File: src/hdl/txhw_cfg.svh
// Offsets, field positions, reset values and timing counts of the block.
`ifndef TXHW_CFG_SVH
`define TXHW_CFG_SVH
`define TXHW_ADDR_W 8
`define TXHW_OFS_TX_CFG 8'h70
`define TXHW_OFS_HARDWARE_CONFIG 8'h74
`define TXHW_BIT_TXS_FLUSH 15
`define TXHW_BIT_TXD_FLUSH 14
`define TXHW_BIT_KEEP_SEND 2
`define TXHW_BIT_TX_ON 1
`define TXHW_BIT_STOP 0
`define TXHW_BIT_PORT_END 29
`define TXHW_BIT_DSEL_END 28
`define TXHW_BIT_STRAP 24
`define TXHW_BIT_MUST_SET 20
`define TXHW_FIFO_LSB 16
`define TXHW_BIT_SW_RESET_TIMEOUT 1
`define TXHW_BIT_SW_RESET_BIT 0
`define TXHW_FIFO_RST 4'h5
`define TXHW_TX_STS_BYTES 15'h0200
`define TXHW_TOTAL_BYTES 15'h4000
`define TXHW_KB_SHIFT 10
// Time allowed for the link clocks to show activity during a soft reset.
`define TXHW_SW_RESET_BIT_WAIT_NS 1000
`define TXHW_CLK_NS 10
`define TXHW_SW_RESET_BIT_WAIT_CYC (`TXHW_SW_RESET_BIT_WAIT_NS / `TXHW_CLK_NS)
`endif

File: src/hdl/txhw_pkg.sv
// Types shared by the transmit and hardware configuration block.
package txhw_pkg;
  // Soft reset sequencer states.
  typedef enum logic [1:0] {
    TXHW_SR_IDLE = 2'b00,
    TXHW_SR_WAIT = 2'b01,
    TXHW_SR_DONE = 2'b10
  } txhw_sr_t;
  // Transmitter run states.
  typedef enum logic [1:0] {
    TXHW_TX_OFF = 2'b00,
    TXHW_TX_RUN = 2'b01,
    TXHW_TX_DRAIN = 2'b10
  } txhw_tx_t;
endpackage : txhw_pkg

File: src/hdl/txhw_regs.sv
// Transmit configuration and hardware configuration register bank.
//
// Function
// - TX status flush zeroes pointers, self-clears.
// - TX data flush zeroes pointers, self-clears.
// - Status full suspends transmit unless keep-sending.
// - Status full interrupt ignores keep-sending bit.
// - Transmit enable sends queued data.
// - Enable clears after stop and halt.
// - Stop finishes frame, clears when halted.
// - Writes to stop ignored while set.
// - Port byte-order bit selects port endianness.
// - Direct-select bit selects direct-access endianness.
// - Byte-order bits survive software reset.
// - Strap bit is read-only strap level.
// - Buffer size field, 1KB units, reset 5.
// - Status buffer 512 bytes, data gets rest.
// - Receive gets 16KB minus transmit allocation.
// - Reset without link clocks times out, flags.
// - Software reset bit starts reset, self-clears.
//
// The plain strobed port was decided locally.
`timescale 1ns/1ps
`include "txhw_cfg.svh"
module txhw_regs
  import txhw_pkg::*;
(
  input wire logic core_clk,
  input wire logic rst_n,
  input wire logic [`TXHW_ADDR_W-1:0] reg_addr,
  input wire logic [31:0] reg_wdata,
  input wire logic reg_wr,
  input wire logic reg_rd,
  output logic [31:0] reg_rdata,
  input wire logic crossover_strap,
  input wire logic link_clk_alive,
  input wire logic tx_sts_full,
  input wire logic frame_done,
  output logic tx_active,
  output logic tx_sts_ptr_clr,
  output logic tx_data_ptr_clr,
  output logic tx_sts_full_irq,
  output logic port_byte_order,
  output logic direct_select_byte_order,
  output logic [14:0] tx_data_bytes,
  output logic [14:0] tx_sts_bytes,
  output logic [14:0] rx_total_bytes,
  output logic sw_reset_pulse
);

  // All state of the bank in one word.
  typedef struct packed {
    logic [31:0] rdata;
    logic keep_send;
    logic tx_on;
    logic stop;
    txhw_tx_t tx_st;
    logic sts_clr;
    logic dat_clr;
    logic port_end;
    logic dsel_end;
    logic strap;
    logic must_set;
    logic [3:0] fifo_sz;
    logic sw_reset_timeout;
    txhw_sr_t sr_st;
    logic [7:0] sr_cnt;
    logic sw_reset_bit_pulse;
  } txhw_state_t;

  txhw_state_t st_ff;
  txhw_state_t nxt_st;
  logic strap_s; // Strap level after synchronising.
  logic alive_s; // Link clock activity after synchronising.
  logic wr_tx; // Write to the transmit configuration word.
  logic wr_hw; // Write to the hardware configuration word.
  logic [31:0] tx_word; // Read view of the transmit word.
  logic [31:0] hw_word; // Read view of the hardware word.

  // Strap and link activity come from pins and are synchronised.
  txhw_sync2 u_sync_strap (
    .core_clk(core_clk),
    .rst_n(rst_n),
    .din(crossover_strap),
    .dout(strap_s)
  );
  txhw_sync2 u_sync_alive (
    .core_clk(core_clk),
    .rst_n(rst_n),
    .din(link_clk_alive),
    .dout(alive_s)
  );

  assign wr_tx = reg_wr && (reg_addr == `TXHW_OFS_TX_CFG);
  assign wr_hw = reg_wr && (reg_addr == `TXHW_OFS_HARDWARE_CONFIG);

  // Read views; reserved bits are zero and flush bits read zero.
  always_comb begin
    tx_word = 32'h0;
    tx_word[`TXHW_BIT_KEEP_SEND] = st_ff.keep_send;
    tx_word[`TXHW_BIT_TX_ON] = st_ff.tx_on;
    tx_word[`TXHW_BIT_STOP] = st_ff.stop;
    hw_word = 32'h0;
    hw_word[`TXHW_BIT_PORT_END] = st_ff.port_end;
    hw_word[`TXHW_BIT_DSEL_END] = st_ff.dsel_end;
    hw_word[`TXHW_BIT_STRAP] = st_ff.strap;
    hw_word[`TXHW_BIT_MUST_SET] = st_ff.must_set;
    hw_word[`TXHW_FIFO_LSB+3:`TXHW_FIFO_LSB] = st_ff.fifo_sz;
    hw_word[`TXHW_BIT_SW_RESET_TIMEOUT] = st_ff.sw_reset_timeout;
    hw_word[`TXHW_BIT_SW_RESET_BIT] = (st_ff.sr_st == TXHW_SR_WAIT);
  end

  // Next-state logic for the whole bank.
  always_comb begin
    nxt_st = st_ff;
    nxt_st.sts_clr = 1'b0;
    nxt_st.dat_clr = 1'b0;
    nxt_st.sw_reset_bit_pulse = 1'b0;
    // Read data stand in the cycle after the strobe only.
    if (reg_rd) begin
      if (reg_addr == `TXHW_OFS_TX_CFG) begin
        nxt_st.rdata = tx_word;
      end else if (reg_addr == `TXHW_OFS_HARDWARE_CONFIG) begin
        nxt_st.rdata = hw_word;
      end else begin
        nxt_st.rdata = 32'h0;
      end
    end else begin
      nxt_st.rdata = 32'h0;
    end
    // The strap level is tracked each cycle; software cannot write it.
    nxt_st.strap = strap_s;
    // Transmit configuration writes.
    if (wr_tx) begin
      nxt_st.sts_clr = reg_wdata[`TXHW_BIT_TXS_FLUSH];
      nxt_st.dat_clr = reg_wdata[`TXHW_BIT_TXD_FLUSH];
      nxt_st.keep_send = reg_wdata[`TXHW_BIT_KEEP_SEND];
      nxt_st.tx_on = reg_wdata[`TXHW_BIT_TX_ON];
      if (!st_ff.stop) begin
        nxt_st.stop = reg_wdata[`TXHW_BIT_STOP];
      end
    end
    // Transmitter sequencing: a stop drains the current frame.
    case (st_ff.tx_st)
      TXHW_TX_OFF: begin
        if (st_ff.stop) begin
          nxt_st.stop = 1'b0;
          nxt_st.tx_on = 1'b0;
        end else if (st_ff.tx_on) begin
          nxt_st.tx_st = TXHW_TX_RUN;
        end
      end
      TXHW_TX_RUN: begin
        if (st_ff.stop) begin
          nxt_st.tx_st = TXHW_TX_DRAIN;
        end else if (!st_ff.tx_on) begin
          nxt_st.tx_st = TXHW_TX_OFF;
        end
      end
      TXHW_TX_DRAIN: begin
        if (frame_done) begin
          nxt_st.tx_st = TXHW_TX_OFF;
        end
      end
      default: begin
        nxt_st.tx_st = TXHW_TX_OFF;
      end
    endcase
    // Hardware configuration writes; the strap and timeout are read-only.
    if (wr_hw) begin
      nxt_st.port_end = reg_wdata[`TXHW_BIT_PORT_END];
      nxt_st.dsel_end = reg_wdata[`TXHW_BIT_DSEL_END];
      nxt_st.must_set = reg_wdata[`TXHW_BIT_MUST_SET];
      nxt_st.fifo_sz = reg_wdata[`TXHW_FIFO_LSB+3:`TXHW_FIFO_LSB];
    end
    // Soft reset sequencer: waits for link clocks or times out.
    case (st_ff.sr_st)
      TXHW_SR_IDLE: begin
        if (wr_hw && reg_wdata[`TXHW_BIT_SW_RESET_BIT]) begin
          nxt_st.sr_st = TXHW_SR_WAIT;
          nxt_st.sr_cnt = 8'h00;
          nxt_st.sw_reset_timeout = 1'b0;
        end
      end
      TXHW_SR_WAIT: begin
        if (alive_s) begin
          nxt_st.sr_st = TXHW_SR_DONE;
        end else if (st_ff.sr_cnt == 8'(`TXHW_SW_RESET_BIT_WAIT_CYC - 1)) begin
          nxt_st.sw_reset_timeout = 1'b1;
          nxt_st.sr_st = TXHW_SR_IDLE;
        end else begin
          nxt_st.sr_cnt = st_ff.sr_cnt + 8'h01;
        end
      end
      TXHW_SR_DONE: begin
        // Reset the bank except the byte-order bits.
        nxt_st.sw_reset_bit_pulse = 1'b1;
        nxt_st.sr_st = TXHW_SR_IDLE;
        nxt_st.keep_send = 1'b0;
        nxt_st.tx_on = 1'b0;
        nxt_st.stop = 1'b0;
        nxt_st.tx_st = TXHW_TX_OFF;
        nxt_st.must_set = 1'b0;
        nxt_st.fifo_sz = `TXHW_FIFO_RST;
        nxt_st.sts_clr = 1'b1;
        nxt_st.dat_clr = 1'b1;
      end
      default: begin
        nxt_st.sr_st = TXHW_SR_IDLE;
      end
    endcase
  end

  // Register the state; reset values are constants only.
  always_ff @(posedge core_clk) begin
    if (!rst_n) begin
      st_ff <= '0;
      st_ff.fifo_sz <= `TXHW_FIFO_RST;
      st_ff.tx_st <= TXHW_TX_OFF;
      st_ff.sr_st <= TXHW_SR_IDLE;
    end else begin
      st_ff <= nxt_st;
    end
  end

  // Outputs.
  assign reg_rdata = st_ff.rdata;
  // Halted on a full status buffer unless keep-sending is set.
  assign tx_active = (st_ff.tx_st != TXHW_TX_OFF) &&
                     (st_ff.keep_send || !tx_sts_full);
  assign tx_sts_full_irq = tx_sts_full;
  assign tx_sts_ptr_clr = st_ff.sts_clr;
  assign tx_data_ptr_clr = st_ff.dat_clr;
  assign port_byte_order = st_ff.port_end;
  assign direct_select_byte_order = st_ff.dsel_end;
  assign sw_reset_pulse = st_ff.sw_reset_bit_pulse;
  // Memory split derived from the size field.
  assign tx_sts_bytes = `TXHW_TX_STS_BYTES;
  assign tx_data_bytes = 15'({st_ff.fifo_sz, 10'h000}) - `TXHW_TX_STS_BYTES;
  assign rx_total_bytes = `TXHW_TOTAL_BYTES - 15'({st_ff.fifo_sz, 10'h000});

  // A status flush write gives a pointer clear in the next cycle.
  chk_flush_pulse: assert property (@(posedge core_clk)
    disable iff (!rst_n)
    wr_tx && reg_wdata[`TXHW_BIT_TXS_FLUSH] |=> tx_sts_ptr_clr)
    else $error("status flush pulse missing");
  // The status clear never outlives its cause, so the bit self-clears.
  chk_flush_cause: assert property (@(posedge core_clk)
    disable iff (!rst_n)
    tx_sts_ptr_clr |-> $past(wr_tx && reg_wdata[`TXHW_BIT_TXS_FLUSH])
    || $past(st_ff.sr_st == TXHW_SR_DONE))
    else $error("status flush pulse not cleared");
  // A data flush write gives a pointer clear in the next cycle.
  chk_data_flush: assert property (@(posedge core_clk)
    disable iff (!rst_n)
    wr_tx && reg_wdata[`TXHW_BIT_TXD_FLUSH] |=> tx_data_ptr_clr)
    else $error("data flush pulse missing");
  // The data clear never outlives its cause, so the bit self-clears.
  chk_data_cause: assert property (@(posedge core_clk)
    disable iff (!rst_n)
    tx_data_ptr_clr |-> $past(wr_tx && reg_wdata[`TXHW_BIT_TXD_FLUSH])
    || $past(st_ff.sr_st == TXHW_SR_DONE))
    else $error("data flush pulse not cleared");
  // A full status buffer halts the sender unless keep-sending is set.
  chk_full_hold: assert property (@(posedge core_clk)
    disable iff (!rst_n)
    tx_sts_full && !st_ff.keep_send |-> !tx_active)
    else $error("transmit ran on full status");
  // The full interrupt follows the buffer level in either mode.
  chk_irq_full: assert property (@(posedge core_clk)
    disable iff (!rst_n)
    tx_sts_full_irq == tx_sts_full)
    else $error("full interrupt depends on mode");
  // An enabled idle transmitter starts sending in the next cycle.
  chk_run_start: assert property (@(posedge core_clk)
    disable iff (!rst_n)
    st_ff.tx_on && !st_ff.stop && st_ff.tx_st == TXHW_TX_OFF
    && st_ff.sr_st != TXHW_SR_DONE |=> st_ff.tx_st == TXHW_TX_RUN)
    else $error("enabled transmitter did not start");
  // Once halted with a stop pending, both stop and enable clear.
  chk_stop_clear: assert property (@(posedge core_clk)
    disable iff (!rst_n)
    st_ff.stop && st_ff.tx_st == TXHW_TX_OFF
    |=> !st_ff.stop && !st_ff.tx_on)
    else $error("stop did not clear enable");
  // The stop request stands until the current frame has ended.
  chk_stop_drain: assert property (@(posedge core_clk)
    disable iff (!rst_n)
    st_ff.tx_st == TXHW_TX_DRAIN && !frame_done |=> st_ff.stop)
    else $error("stop cleared mid frame");
  // A pending stop cannot be written away while the sender runs.
  chk_stop_locked: assert property (@(posedge core_clk)
    disable iff (!rst_n)
    st_ff.stop && st_ff.tx_st != TXHW_TX_OFF && st_ff.sr_st != TXHW_SR_DONE
    |=> st_ff.stop)
    else $error("stop bit changed by write");
  // Both byte-order bits keep their values through a soft reset.
  chk_endian_keep: assert property (@(posedge core_clk)
    disable iff (!rst_n)
    sw_reset_pulse |-> $stable(port_byte_order)
    && $stable(direct_select_byte_order))
    else $error("byte order lost in reset");
  // A soft reset that sees no link clocks ends with the flag set.
  chk_sw_reset_timeout: assert property (@(posedge core_clk)
    disable iff (!rst_n)
    st_ff.sr_st == TXHW_SR_WAIT && !alive_s
    && st_ff.sr_cnt == 8'(`TXHW_SW_RESET_BIT_WAIT_CYC - 1) |=> st_ff.sw_reset_timeout)
    else $error("soft reset timeout not flagged");
  // A completed soft reset pulses once and its bit reads zero again.
  chk_sw_reset_bit_done: assert property (@(posedge core_clk)
    disable iff (!rst_n)
    st_ff.sr_st == TXHW_SR_DONE |=> st_ff.sr_st == TXHW_SR_IDLE && sw_reset_pulse)
    else $error("soft reset bit did not self-clear");
  // Reserved and flush bits of the transmit word read as zero.
  chk_tx_rsvd: assert property (@(posedge core_clk)
    disable iff (!rst_n)
    $past(reg_rd && reg_addr == `TXHW_OFS_TX_CFG) |-> reg_rdata[31:3] == 29'h0)
    else $error("transmit word reserved bits set");
endmodule : txhw_regs

File: src/hdl/txhw_sync2.sv
// Two flip-flop synchroniser for one level from outside the clock domain.
`timescale 1ns/1ps
module txhw_sync2 (
  core_clk,
  rst_n,
  din,
  dout
);
  input wire logic core_clk;
  input wire logic rst_n;
  input wire logic din;
  output logic dout;

  // Both stages as one state word.
  typedef struct packed {
    logic s1;
    logic s2;
  } txhw_sync_t;

  txhw_sync_t st_ff;
  txhw_sync_t nxt_st;

  // The first stage is read only by the second stage.
  always_comb begin
    nxt_st.s1 = din;
    nxt_st.s2 = st_ff.s1;
  end

  // Synchronous reset clears both stages.
  always_ff @(posedge core_clk) begin
    if (!rst_n) begin
      st_ff <= '0;
    end else begin
      st_ff <= nxt_st;
    end
  end

  assign dout = st_ff.s2;
endmodule : txhw_sync2

File: config.mk
export PLATFORM = sky130hd
export DESIGN_NAME = txhw_regs
export DESIGN_NICKNAME = d
export VERILOG_FILES = /design/src/hdl/txhw_pkg.sv /design/src/hdl/txhw_regs.sv /design/src/hdl/txhw_sync2.sv
export VERILOG_INCLUDE_DIRS = /design/src /design/src/hdl
export SDC_FILE = /design/constraint.sdc
export NUM_CORES = 1
export LEC_CHECK = 0
export BUFFER_PORTS_ARGS = -buffer_cell sky130_fd_sc_hd__buf_2
export CORE_MARGIN = 5
export CORE_UTILIZATION = 45
export DETAILED_ROUTE_END_ITERATION = 6
export PLACE_DENSITY_LB_ADDON = 0.1
export SYNTH_ARGS = -nofsm -noshare
export SYNTH_HDL_FRONTEND = slang
export SYNTH_SLANG_ARGS = --single-unit
File: constraint.sdc
create_clock -name core_clk -period 2.9 [get_ports core_clk]
set_input_delay 0.435 -clock core_clk [delete_from_list [all_inputs] [get_ports core_clk]]
set_output_delay 0.435 -clock core_clk [all_outputs]
set_load 0.02 [all_outputs]
---- Word level (Yosys, flattened, before mapping) ----
Index checks and enable logic that the tools add are counted.
storage, ports and cells
  register bits ........................... 42
  latch bits .............................. 0
  RAM bits ................................ 0
  bits in read-only memories .............. 0
  input port bits ......................... 48
  output and inout port bits .............. 84
  word-level logic and storage cells ...... 84
  memories ................................ 0
cells by class
  $add $sub $neg .......................... 3
  multiply operators ...................... 0
  div/mod/pow operators ................... 0
  magnitude comparators ................... 0
  equal/unequal tests ..................... 16
  shifts and indexed selects .............. 0
  mux-type cells .......................... 24
  bitwise logic cells ..................... 3
  reduce and logical (&&, ||, !) cells .... 17
operators by type and width
  kind                                                 count
  == test 8 x 7 -> 1 bit, second input constant        3
  two-way mux 2 bit                                    12
  two-way mux 8 bit                                    2
  one-hot mux 8 bit (2 select lines)                   1
  subtractor 14 x 10 -> 15 bit, second input constant  1
  subtractor 15 x 14 -> 15 bit, first input constant   1
  != test 2 bit, second input constant                 6
  AND reduction 4 bit                                  3
  two-way mux 11 bit                                   1
  adder 8 x 1 -> 8 bit, second input constant          1
  two-way mux 3 bit                                    2
  one-hot mux 2 bit (3 select lines)                   1
  == test 2 x 1 -> 1 bit, second input constant        2
  == test 2 bit, second input constant                 2
  logical AND 1 bit                                    4
  zero test 2 bit                                      2
  one-hot mux 2 bit (2 select lines)                   1
  AND reduction 2 bit                                  2
  nonzero test 2 bit                                   2
  OR reduction 4 bit                                   1
  two-way mux 1 bit                                    3
  != test 3 x 1 -> 1 bit, second input constant        1
  != test 3 bit, second input constant                 1
  NOT 1 bit                                            3
  5 further kinds                                      5

---- Longest topological paths before layout ----
  word-level depth ........................ 5
  depth in mapped cells ................... 6

---- Modules after synthesis ----
From an unflattened synthesis, not the netlist that was laid out.
second synthesis, totals
  cells, all modules ...................... 254
  area, all modules ....................... 2,222.1 um2
by module, submodules not included
  module      instances  cells each  area each (um2)
  txhw_regs   1          246         2,117.0
  txhw_sync2  2          4           52.6

---- Worst setup path after synthesis ----
OpenSTA, ideal clock, no wires.
  path kind ............................... input-to-reg
  start ................................... input reg_addr[7]
  end ..................................... register st_ff (netlist bit hw_word[16])
  setup time .............................. 120 ps
  arrival time ............................ 1,796 ps
  required time ........................... 2,780 ps
  slack ................................... 985 ps
  stages on the path ...................... 4
  buffers on the path ..................... 1
  cell sequence ........................... or4b_4 > or3_1 > buf_6 > a211o_1
on the way
  word-level cells in the longest chain between the ends .. 2
ends and longest elaborated chain
  element                                  line              source
  from (decl)                              txhw_regs.sv:30   input wire logic [`TXHW_ADDR_W-1:0] reg_addr,
  == test 8 x 7 -> 1 bit (no source line)  --
  logical AND 1 bit                        txhw_regs.sv:95   assign wr_hw = reg_wr && (reg_addr == `TXHW_OFS_HARDWARE_CONFIG);
  to (signal assigned)                     txhw_regs.sv:222  st_ff <= nxt_st;
  to (decl)                                txhw_regs.sv:71   txhw_state_t st_ff;
Every way passes these cells.
A chain may end at the register's enable or synchronous reset.

---- Worst setup path after layout ----
  start ................................... register st_ff[2] (netlist bit)
  end ..................................... register st_ff[7] (netlist bit)
on the way
  word-level cells in the longest chain between the ends .. 4
  elaborated cells between the ends (all ways) .. 7
  classes of those cells .................. add/sub: 1; eq/ne: 2; mux: 3; reduce/logical: 1
ends and longest elaborated chain
  element                             line              source
  adder 8 x 1 -> 8 bit                txhw_regs.sv:192  nxt_st.sr_cnt = st_ff.sr_cnt + 8'h01;
  two-way mux 8 bit                   txhw_regs.sv:188  end else if (st_ff.sr_cnt == 8'(`TXHW_SW_RESET_BIT_WAIT_CYC - 1)) begin
  two-way mux 8 bit                   txhw_regs.sv:186  if (alive_s) begin
  one-hot mux 8 bit (2 select lines)  txhw_regs.sv:177  case (st_ff.sr_st)
Several ways; a longest one is shown, not always the timed one. The select of a mux whose other input is x is not followed.

==> results.ini <==
[timing]
maxSlewViolCount = 0
clock_skew_ns = 0.00315
tightestPinTransition_ns = 0.719
finalSetupViolCount = 0
finalSetupTns_ns = 0
final.period_utilization_pct = 69.2
setup_slack_ns = 0.894
fmax_mhz = 499
period_needed_ns = 2.01
hold_viol_final = 0
max_slew_margin_pct = 51.7
rsz0062_at_grt = false

[final_layout]
drive_gt1_share_pct = 25.3
final_core_util_pct = 49.8
nets = 337
diodes = 0
area_growth_pct = 5.78

[global_routing]
gr-usage-all-layers_pct = 12.7
antenna_found_initial = 0
grt_pass1_wl_mm = 6.31
grt_max_degree = 24
grt_pass1_vias = 1349
overflow = 0

[pwr]
netSwitchingFraction_pct = 25.6
leakage_uw = 0.00118
clkPwrFrac_pct = 40.2
combPwrFrac_pct = 9.4
ir_drop_mv = 0.241
p_switching_uw = 295
p_int_uw = 858
seqPwrFrac_pct = 50.4
power_density_nw_per_um2 = 484

[job]
max_cap_viol_count = 0

[synth]
netlist_instances = 245
synth-async-reset-ratio_pct = 0
synth_common_cells = buf_4 (69), dfxtp_1 (42), nor2_1 (15)
synth_edf_count = 0
synth_top_area_share_pct = 37.3
synth_most_common_cell = buf_4
synth_area_um2 = 2250
ys_types = 43
synth_warnings = 0
synthTopCellsByArea = dfxtp_1 (37%), buf_4 (23%), and2_1 (3.6%)
synth-seq-area-share_pct = 37.3
synth_seq_cells = 42
synthFlopType = dfxtp_1
yosysTopAreaCell = dfxtp_1
avgSynthCellArea_um2 = 9.19

[hold_path]
hp-start = link_clk_alive
whs_path_depth = 2
holdCritPathClass = input pin to register
whs_endpoint = u_sync_alive.nxt_st[0]$_SDFF_PN0_

[floorplanning]
rows = 25
die-area_um2 = 6520
die_w_um = 80.7
num_io_pins = 132
die_h_um = 80.7
core_region_area_um2 = 4790
start_util_pct = 47.1

[place]
port_buffers = 55
gp_congestion = 0.707
place_ws_ns = 0.723
hpwl_mm = 3.31

[worst_setup_path]
slowest_stage = or4b_4
endpoint_kind = register
r2r_start = st_ff[2]$_SDFFE_PN0P_
cp-start-kind = register
crit_required_ns = 3.14
r2r_slack_ns = 0.89
cp_max_fo = 7
slowest_delay_ns = 0.50
crit_type = register to register
rr_worst_depth = 5
critical_path_arrival_ns = 2.25
worstPathCellList = ha_1, or4b_4, o31a_4, nor3b_4, a211o_1
reg2reg_to = st_ff[7]$_SDFFE_PN0P_

[drt]
num_vias = 1580
drc_errors = 0
drt_first_pass_iters = 4
antenna_left = 0
drt_iter0_markers = 67
wl_mm = 4.15
viasPerCell = 4.45
routedWlPerCell_um = 11.7

[clock_tree]
cts_root_buf = clkbuf_8
h-tree-depth = 2
insertion_delay_ns = 0.29
clock-sinks = 42
cts_max_path_buffers = 2
cts_setup_buffers = 0
cts_tree = built
cts_made_buffers = 5
path_clk_slew_ns = 0.08
hold_buffers = 0
cts_resized = 0

[run_status]
status = finished, final reports clean

[flip-flops by register name (all words and copies together), names as in the netlist]
register and cells:
port_byte_order 1, sw_reset_pulse 1, hw_word 7, u_sync_strap.nxt_st 1, u_sync_strap.dout 1, direct_select_byte_order 1, reg_rdata 11, st_ff 15
u_sync_alive.dout 1, tx_sts_ptr_clr 1, u_sync_alive.nxt_st 1, tx_data_ptr_clr 1
[worst max-delay path by stage]
stage	start	endpoint	slack, ns	depth (start not counted)
after detailed placement	reg_addr[7]	hw_word[16]$_SDFFE_PP1P_	0.72	4
after global placement	reg_addr[7]	hw_word[16]$_SDFFE_PP1P_	0.73	4
after global routing	st_ff[2]$_SDFFE_PN0P_	st_ff[5]$_SDFFE_PN0P_	0.78	5
final	st_ff[2]$_SDFFE_PN0P_	st_ff[7]$_SDFFE_PN0P_	0.89	5
after floorplan	reg_addr[7]	hw_word[16]$_SDFFE_PP1P_	0.98	4
after CTS	st_ff[1]$_SDFFE_PN0P_	st_ff[7]$_SDFFE_PN0P_	0.88	5
[layer usage]
| metal | GRT usage (%) | vias to the layer above | share of wire [%] |
|---|---|---|---|
| li1 | - | 780 | - |
| met1 | 16.6 | 716 | 43 |
| met2 | 19.2 | 77 | 44 |
| met3 | 4.21 | 7 | 11 |
| met4 | 5.07 | 0 | 1.5 |
| met5 | 0 | - | 0 |
[placed cells by master, fill, tap and decap left out, types with 2 or more instances in the layout]
cell / count
a211o_1: 5
a21oi_1: 7
a31o_2: 2
and2_1: 13
and3_1: 5
buf_2: 55
clkbuf_8: 5
conb_1: 56
dfxtp_1: 42
ha_1: 2
inv_1: 13
mux2i_1: 8
nand2_1: 5
nand2b_1: 2
nand3_1: 6
nand3b_1: 3
nand4b_1: 2
nor2_1: 15
nor2b_1: 3
nor3_1: 4
nor3b_1: 4
nor4_1: 3
nor4_4: 2
o31ai_1: 2
or2_2: 2
or4b_4: 2
xnor2_1: 2
[cell families after synthesis]
logic type,after synthesis,synth area share (%)
multiplexers,8,3.56
AO/OA/AOI/OAI,25,8.44
AND/OR/NAND/NOR,77,22.1
other,2,0.333
buffers and inverters,87,26.3
flip-flops,42,37.3
XOR/XNOR,2,0.778
adder cells (fa/ha/maj),2,1.11
[through the flow]
stage | area, um^2 | total power [uW] | hold slack [ns] | std cells
final | 2380 | 1150 | 0.349 | 355
after global routing | 2380 | 1210 | 0.337 | 355
after detailed placement | 2270 | 701 | 0.414 | 347
after floorplan | 2450 | 736 | 0.406 | 299
after global placement | 2270 | 700 | 0.409 | 347
after CTS | 2380 | 1170 | 0.340 | 355
[final cells by class]
class / instances / area [um^2]
repair buffers: 55 / 275
multi-input cells: 170 / 1020
fillers: 476 / 2400
inverters: 13 / 48.8
clock buffers: 5 / 68.8
well taps: 67 / 83.8
flip-flops and latches: 42 / 841
clock inverters: 3 / 43.8
[power by group through the flow]
stage	sequential, uW	combinational [uW]	clock [uW]
after floorplan	594	142	0
after global placement	595	106	0
after detailed placement	595	106	0
after CTS	581	106	479
after global routing	582	118	506
final	581	108	464
[worst max-delay path: cells and delay by family, from the launching register on]
kind | cells | cell delay (ns)
compound gates | 2 | 0.55
flops | 1 | 0.39
fa+ha+maj | 1 | 0.23
simple gates | 2 | 0.79
Note: power is estimated with default switching activity, not from simulation.
